File: src/verilog/rpcr_pkg.sv
// package: register map, field layout and decode tables for the record path bank
package rpcr_pkg;
   localparam logic [7:0] RPCR_ROUTE_OFS = 8'h18;
   localparam logic [7:0] RPCR_BIAS_OFS = 8'h19;
   localparam logic [7:0] RPCR_AGC_OFS = 8'h1A;

   localparam int RPCR_DIFF_BIT = 7;
   localparam int RPCR_LVL_LSB = 3;
   localparam int RPCR_BIAS_LSB = 6;
   localparam int RPCR_AGC_EN_BIT = 7;
   localparam int RPCR_TGT_LSB = 4;
   localparam int RPCR_ATK_LSB = 2;
   localparam int RPCR_DCY_LSB = 0;

   localparam logic [7:0] RPCR_ROUTE_RST = 8'h78;
   localparam logic [7:0] RPCR_BIAS_RST = 8'h00;
   localparam logic [7:0] RPCR_AGC_RST = 8'h00;
   localparam logic [7:0] RPCR_ROUTE_WMASK = 8'hF8;
   localparam logic [7:0] RPCR_BIAS_WMASK = 8'hFF;

   localparam logic [3:0] RPCR_LVL_MAX = 4'h8;
   localparam logic [3:0] RPCR_LVL_OFF = 4'hF;
   // attenuation in tenths of a dB per level step
   localparam logic [7:0] RPCR_LVL_STEP_DDB = 8'h0F;

   // gain-control time constants in milliseconds
   localparam int RPCR_ATK_MS0 = 8;
   localparam int RPCR_ATK_MS1 = 11;
   localparam int RPCR_ATK_MS2 = 16;
   localparam int RPCR_ATK_MS3 = 20;
   localparam int RPCR_DCY_MS0 = 100;
   localparam int RPCR_DCY_MS1 = 200;
   localparam int RPCR_DCY_MS2 = 400;
   localparam int RPCR_DCY_MS3 = 500;
   // target levels in tenths of a dB below full scale
   localparam logic [7:0] RPCR_TGT0 = 8'h37;
   localparam logic [7:0] RPCR_TGT1 = 8'h50;
   localparam logic [7:0] RPCR_TGT2 = 8'h64;
   localparam logic [7:0] RPCR_TGT3 = 8'h78;
   localparam logic [7:0] RPCR_TGT4 = 8'h8C;
   localparam logic [7:0] RPCR_TGT5 = 8'hAA;
   localparam logic [7:0] RPCR_TGT6 = 8'hC8;
   localparam logic [7:0] RPCR_TGT7 = 8'hF0;

   typedef enum {
      RPCR_BIAS_OFF,
      RPCR_BIAS_2V0,
      RPCR_BIAS_2V5,
      RPCR_BIAS_RAIL
   } rpcr_bias_t;
endpackage

File: src/verilog/rpcr_agc_decode.sv
// gain-control field decode: target level and time constants
`timescale 1ns/1ps
module rpcr_agc_decode
   import rpcr_pkg::*;
(
   input wire logic clock,
   input wire logic reset,
   input wire logic [7:0] agc_reg,
   output logic agc_run,
   output logic [7:0] agc_target_ddb,
   output logic [9:0] agc_attack_ms,
   output logic [9:0] agc_decay_ms
);
   function automatic logic [9:0] pick_ms(input logic [1:0] code,
                                          input int t0, input int t1,
                                          input int t2, input int t3);
      int t;
      case (code)
         2'h0: t = t0;
         2'h1: t = t1;
         2'h2: t = t2;
         default: t = t3;
      endcase
      return t[9:0];
   endfunction

   function automatic logic [7:0] target_of(input logic [2:0] code);
      case (code)
         3'h0: return RPCR_TGT0;
         3'h1: return RPCR_TGT1;
         3'h2: return RPCR_TGT2;
         3'h3: return RPCR_TGT3;
         3'h4: return RPCR_TGT4;
         3'h5: return RPCR_TGT5;
         3'h6: return RPCR_TGT6;
         default: return RPCR_TGT7;
      endcase
   endfunction

   // times hold at single rate only; double-rate scaling is left to the core
   always_ff @(posedge clock) begin
      if (reset) begin
         agc_run <= 1'b0;
         agc_target_ddb <= RPCR_TGT0;
         agc_attack_ms <= pick_ms(2'h0, RPCR_ATK_MS0, RPCR_ATK_MS1,
                                  RPCR_ATK_MS2, RPCR_ATK_MS3);
         agc_decay_ms <= pick_ms(2'h0, RPCR_DCY_MS0, RPCR_DCY_MS1,
                                 RPCR_DCY_MS2, RPCR_DCY_MS3);
      end else begin
         agc_run <= agc_reg[RPCR_AGC_EN_BIT];
         agc_target_ddb <= target_of(agc_reg[RPCR_TGT_LSB +: 3]);
         agc_attack_ms <= pick_ms(agc_reg[RPCR_ATK_LSB +: 2], RPCR_ATK_MS0,
            RPCR_ATK_MS1, RPCR_ATK_MS2, RPCR_ATK_MS3);
         agc_decay_ms <= pick_ms(agc_reg[RPCR_DCY_LSB +: 2], RPCR_DCY_MS0,
            RPCR_DCY_MS1, RPCR_DCY_MS2, RPCR_DCY_MS3);
      end
   end
endmodule

File: src/verilog/rpcr_regs.sv
// record path configuration register bank with field decode
`timescale 1ns/1ps
module rpcr_regs
   import rpcr_pkg::*;
(
   input wire logic clock,
   input wire logic reset,
   input wire logic reg_write,
   input wire logic [7:0] reg_addr,
   input wire logic [7:0] reg_wdata,
   output logic [7:0] reg_rdata,
   output logic reg_hit,
   output logic line_diff_mode,
   output logic line_connect,
   output logic [7:0] line_atten_ddb,
   output rpcr_bias_t mic_bias_mode,
   output logic agc_run,
   output logic [7:0] agc_target_ddb,
   output logic [9:0] agc_attack_ms,
   output logic [9:0] agc_decay_ms
);
   logic [7:0] route_r;
   logic [7:0] bias_r;
   logic [7:0] agc_r;
   logic [3:0] level;

   assign level = route_r[RPCR_LVL_LSB +: 4];

   // write and read decode; the write decode is shared by the registers and their checks
   function automatic logic wr_hit(input logic wr, input logic [7:0] addr,
                                   input logic [7:0] ofs);
      return wr && addr == ofs;
   endfunction

   function automatic logic is_mapped(input logic [7:0] addr);
      return addr == RPCR_ROUTE_OFS || addr == RPCR_BIAS_OFS ||
         addr == RPCR_AGC_OFS;
   endfunction

   always_ff @(posedge clock) begin
      if (reset) begin
         route_r <= RPCR_ROUTE_RST;
      end else if (wr_hit(reg_write, reg_addr, RPCR_ROUTE_OFS)) begin
         route_r <= reg_wdata & RPCR_ROUTE_WMASK;
      end
   end

   // low bias bits are stored as written; the host keeps them zero
   always_ff @(posedge clock) begin
      if (reset) begin
         bias_r <= RPCR_BIAS_RST;
      end else if (wr_hit(reg_write, reg_addr, RPCR_BIAS_OFS)) begin
         bias_r <= reg_wdata & RPCR_BIAS_WMASK;
      end
   end

   always_ff @(posedge clock) begin
      if (reset) begin
         agc_r <= RPCR_AGC_RST;
      end else if (wr_hit(reg_write, reg_addr, RPCR_AGC_OFS)) begin
         agc_r <= reg_wdata;
      end
   end

   // read data and hit are registered: they follow reg_addr one clock late,
   // so a read sets the offset and takes the data on the next cycle
   always_ff @(posedge clock) begin
      if (reset) begin
         reg_rdata <= 8'h00;
         reg_hit <= 1'b0;
      end else begin
         reg_hit <= is_mapped(reg_addr);
         case (reg_addr)
            RPCR_ROUTE_OFS: reg_rdata <= route_r;
            RPCR_BIAS_OFS: reg_rdata <= bias_r;
            RPCR_AGC_OFS: reg_rdata <= agc_r;
            default: reg_rdata <= 8'h00;
         endcase
      end
   end

   function automatic logic [7:0] atten_of(input logic [3:0] code);
      logic [7:0] prod;
      prod = 8'h00;
      // reserved codes are never written, so they clamp to the deepest step
      if (code <= RPCR_LVL_MAX) begin
         prod = 8'(code * RPCR_LVL_STEP_DDB);
      end else begin
         prod = 8'(RPCR_LVL_MAX * RPCR_LVL_STEP_DDB);
      end
      return prod;
   endfunction

   always_ff @(posedge clock) begin
      if (reset) begin
         line_diff_mode <= 1'b0;
         line_connect <= 1'b0;
         line_atten_ddb <= 8'h00;
      end else begin
         line_diff_mode <= route_r[RPCR_DIFF_BIT];
         line_connect <= level != RPCR_LVL_OFF;
         line_atten_ddb <= atten_of(level);
      end
   end

   always_ff @(posedge clock) begin
      if (reset) begin
         mic_bias_mode <= RPCR_BIAS_OFF;
      end else begin
         case (bias_r[RPCR_BIAS_LSB +: 2])
            2'h0: mic_bias_mode <= RPCR_BIAS_OFF;
            2'h1: mic_bias_mode <= RPCR_BIAS_2V0;
            2'h2: mic_bias_mode <= RPCR_BIAS_2V5;
            default: mic_bias_mode <= RPCR_BIAS_RAIL;
         endcase
      end
   end

   rpcr_agc_decode u_agc (
      .clock(clock),
      .reset(reset),
      .agc_reg(agc_r),
      .agc_run(agc_run),
      .agc_target_ddb(agc_target_ddb),
      .agc_attack_ms(agc_attack_ms),
      .agc_decay_ms(agc_decay_ms)
   );
endmodule

File: config.mk
export PLATFORM = sky130hd
export DESIGN_NAME = rpcr_regs
export DESIGN_NICKNAME = d
export VERILOG_FILES = /design/src/verilog/rpcr_pkg.sv /design/src/verilog/rpcr_agc_decode.sv /design/src/verilog/rpcr_regs.sv
export SDC_FILE = /design/constraint.sdc
export NUM_CORES = 1
export LEC_CHECK = 0
export ABC_AREA = 1
export BUFFER_PORTS_ARGS = -buffer_cell sky130_fd_sc_hd__buf_2
export CORE_MARGIN = 1
export CORE_UTILIZATION = 43
export DETAILED_ROUTE_END_ITERATION = 7
export PLACE_DENSITY = 0.72
export REMOVE_ABC_BUFFERS = 1
export SLEW_MARGIN = 30
export SYNTH_ARGS = -nofsm -noshare
export SYNTH_HDL_FRONTEND = slang
export SYNTH_HIERARCHICAL = 1
export SYNTH_SLANG_ARGS = --single-unit
File: constraint.sdc
create_clock -name clock -period 2.7 [get_ports clock]
set_input_delay 0.135 -clock clock [delete_from_list [all_inputs] [get_ports clock]]
set_output_delay 0.135 -clock clock [all_outputs]
set_load 0.03 [all_outputs]
==> flow_summary.yaml <==
clock_network:
  clock_path_buffers: 2
  htreeDepth: 3
  holdBufCountCts: 0
  post_cts_resized: 0
  cts_tree: "yes"
  cts_buffers: 9
  cts_setup_buffers: 0
  cts-root-buf: "clkbuf_8"
  clk_latency_ns: 0.33
  clock-sinks: 60
  path_clk_slew_ns: 0.06
synth:
  synth_edf_count: 0
  yosys_most_used_dff: "dfxtp_1"
  synthCells: 371
  synth_top_area_cell: "dfxtp_1"
  async_flop_share_pct: 0
  ys_seq_area_share_pct: 39.7
  yosysTopAreaCellShare_pct: 39.7
  synth_area_leaders: "dfxtp_1 (40%), buf_4 (10%), nand2_1 (8.2%)"
  avgSynthCellArea_um2: 8.16
  ys_warn_count: 6
  syn-cell-area_um2: 3030
  ys_seq_elements: 60
  synth.distinct_cells: 26
route:
  post-route-drc-count: 0
  top_layer_used: "met4"
  wl_met2_um: 2620
  wl_per_cell_um: 10.3
  dr_wl_met3_um: 347
  dr.pass1.iters: 4
  drt-met1-wl_um: 2340
  ant_nets: 0
  via_per_inst: 4.51
  num_vias: 2379
  wirelength_um: 5410
  drtIter0Drc: 133
power:
  cell_internal_pwr_uw: 1330
  p_comb_share_pct: 8.3
  ir_drop_uv: 228
  switchingPower_uw: 454
  seqPwrFrac_pct: 50.0
  clock_power_share_pct: 41.7
  power.density_nw_per_um2: 527
  swShare_pct: 25.5
  p_leak_uw: 0.00169
global_route:
  grt_pass1_vias: 2067
  antenna_found_initial: 0
  grt_pass1_wl_um: 9110
  grt_max_degree: 34
  grt.total_usage_pct: 15.9
  grt_overflow: 0
setup_path:
  worstPathCellList: "fa_1 > inv_1 > fa_1 > inv_1 > fa_1 > nand3_1 > a21oi_1 > o21ai_0 > inv_1"
  path_buf_inv: 3
  rr_startpoint: "route_r[3]"
  endpoint: "line_atten_ddb[6]"
  path_depth: 9
  path_class: "reg -> reg"
  cp_max_fo: 5
  crit_required_ns: 2.92
  critPathSlowestCell: "fa_1"
  cp-start-kind: "flip-flop"
  r2r-end: "line_atten_ddb[6]"
  crit_path_start: "route_r[3]"
  worstRegToRegCells: 9
  ff2ff_setup_slack_ns: 0.24
  endpoint_kind: "flip-flop"
  worst_ep_arrival_time_ns: 2.68
  max_stage_delay_ns: 0.58
  path_delay_family: "adder cells"
sta:
  tns_ns: 0
  report.final.slew_viol_count: 0
  hold_viol: 0
  setup_viol: 0
  rsz0062_at_grt: "no"
  post-route-period-util_pct: 91.3
  clock_skew_ns: 0.0111
  final.min_clock_period_ns: 2.46
  fmax_mhz: 406
cells_and_area:
  drive_gt1_share_pct: 22.3
  diodes: 0
  fin_cells: 527
  fin_nets: 470
  area_growth_pct: 11.7
worst_hold_path:
  worstHoldPathType: "in -> reg"
placed_design:
  post-dp-hpwl_um: 3870
  gp_congestion: 0.790
  io_buffers: 60
  dp.cells: 512
floorplanning:
  io_pins: 99
  die_w_um: 85.9
  start_util_pct: 44.5
  coreArea_um2: 6790
  die-area_um2: 7380
  num_rows: 30
  die_y_um: 85.9
run:
  drv_cap: 0
status:
  status: "complete, no violations"
-- per-stage QoR --
stage | worst slack, ns | total power (uW) | hold WS, ns | instance area, um2 | util (%)
global placement | 0.292 | 1060 | 0.373 | 3200 | 47.1
floorplan | 0.325 | 1020 | 0.202 | 2760 | -
detailed placement | 0.239 | 1060 | 0.384 | 3200 | 47.1
CTS | 0.226 | 1800 | 0.0335 | 3380 | 49.8
finish | 0.235 | 1780 | 0.0497 | 3380 | 49.8
global route | 0.0469 | 1860 | 0.0479 | 3380 | 49.8
-- layout make-up --
| class | instances | area (um2) |
|---|---|---|
| inverters | 46 | 175 |
| flip-flops and latches | 60 | 1200 |
| well taps | 96 | 120 |
| repair buffers | 63 | 323 |
| fillers | 684 | 3410 |
| multi-input cells | 247 | 1380 |
| clock buffers | 10 | 128 |
| clock inverters | 5 | 53.8 |
-- cells in the mapped netlist, types with 4 or more instances --
cell,n
nor2_4,5
o21ai_0,4
inv_1,41
dfxtp_1,60
a21oi_1,26
fa_1,5
inv_2,4
buf_6,6
nand2_2,6
buf_4,41
nand2_1,66
ha_1,19
nand3_1,38
nor2_1,19
nand4_1,15
-- layer usage --
metal / vias to the layer above / track usage [%]
met5: - / 0
met4: 0 / 9.09
li1: 1209 / -
met3: 7 / 3.66
met2: 99 / 26.2
met1: 1064 / 19.0
-- power by group through the flow --
| stage | sequential, uW | combinational (uW) | clock (uW) |
|---|---|---|---|
| detailed placement | 911 | 147 | 0 |
| finish | 891 | 148 | 744 |
| global placement | 911 | 146 | 0 |
| global route | 890 | 159 | 809 |
| floorplan | 919 | 97.6 | 0 |
| CTS | 891 | 148 | 763 |
-- layout by cell type, fill, tap and decap left out, drive strengths merged, types with 5 or more instances in the layout --
cell / netlist / layout
nand2: 72 / 72
buf: 51 / 63
dfxtp: 60 / 60
inv: 46 / 46
nand3: 40 / 40
conb: 2 / 38
a21oi: 26 / 26
nor2: 25 / 25
ha: 19 / 19
nand4: 15 / 15
clkbuf: 3 / 10
fa: 5 / 5
o21ai: 5 / 5
-- logic make-up (layout without fill, tap and decap cells) --
family / after synthesis / in the layout / synth area share [%]
other: 2 / 38 / 0.248
adder cells (fa/ha/maj): 24 / 24 / 11.2
AO/OA/AOI/OAI: 31 / 31 / 5.13
flip-flops: 60 / 60 / 39.7
XOR/XNOR: 1 / 1 / 0.289
buffers and inverters: 100 / 124 / 19.2
AND/OR/NAND/NOR: 153 / 153 / 24.3
-- worst register-to-register path: stages (launching register included) --
cell,delay (ns)
dfxtp_1,0.36
fa_1,0.58
inv_1,0.06
fa_1,0.49
inv_1,0.06
fa_1,0.40
nand3_1,0.12
a21oi_1,0.07
o21ai_0,0.16
inv_1,0.05
-- sequential cells by signal (all words and copies together) (netlist names) --
signal                flops
agc_r                     8
u_agc/agc_run             1
line_diff_mode            1
u_agc/agc_decay_ms        5
bias_r                    8
line_connect              1
reg_hit                   1
u_agc/agc_target_ddb      8
line_atten_ddb            8
u_agc/agc_attack_ms       4
reg_rdata                 8
route_r                   5
mic_bias_mode             2
-- how the worst min path moves through the flow --
stage,startpoint,endpoint,slack (ns),cells past startpoint
CTS,reg_wdata[5],route_r[5],0.03,3
global placement,reg_wdata[6],route_r[6],0.37,3
detailed placement,reg_wdata[5],route_r[5],0.38,3
finish,reg_wdata[5],route_r[5],0.05,3
global route,reg_wdata[4],route_r[4],0.05,3
floorplan,reset,u_agc/agc_decay_ms[7],0.20,1
(Power assumes the default switching activity.)
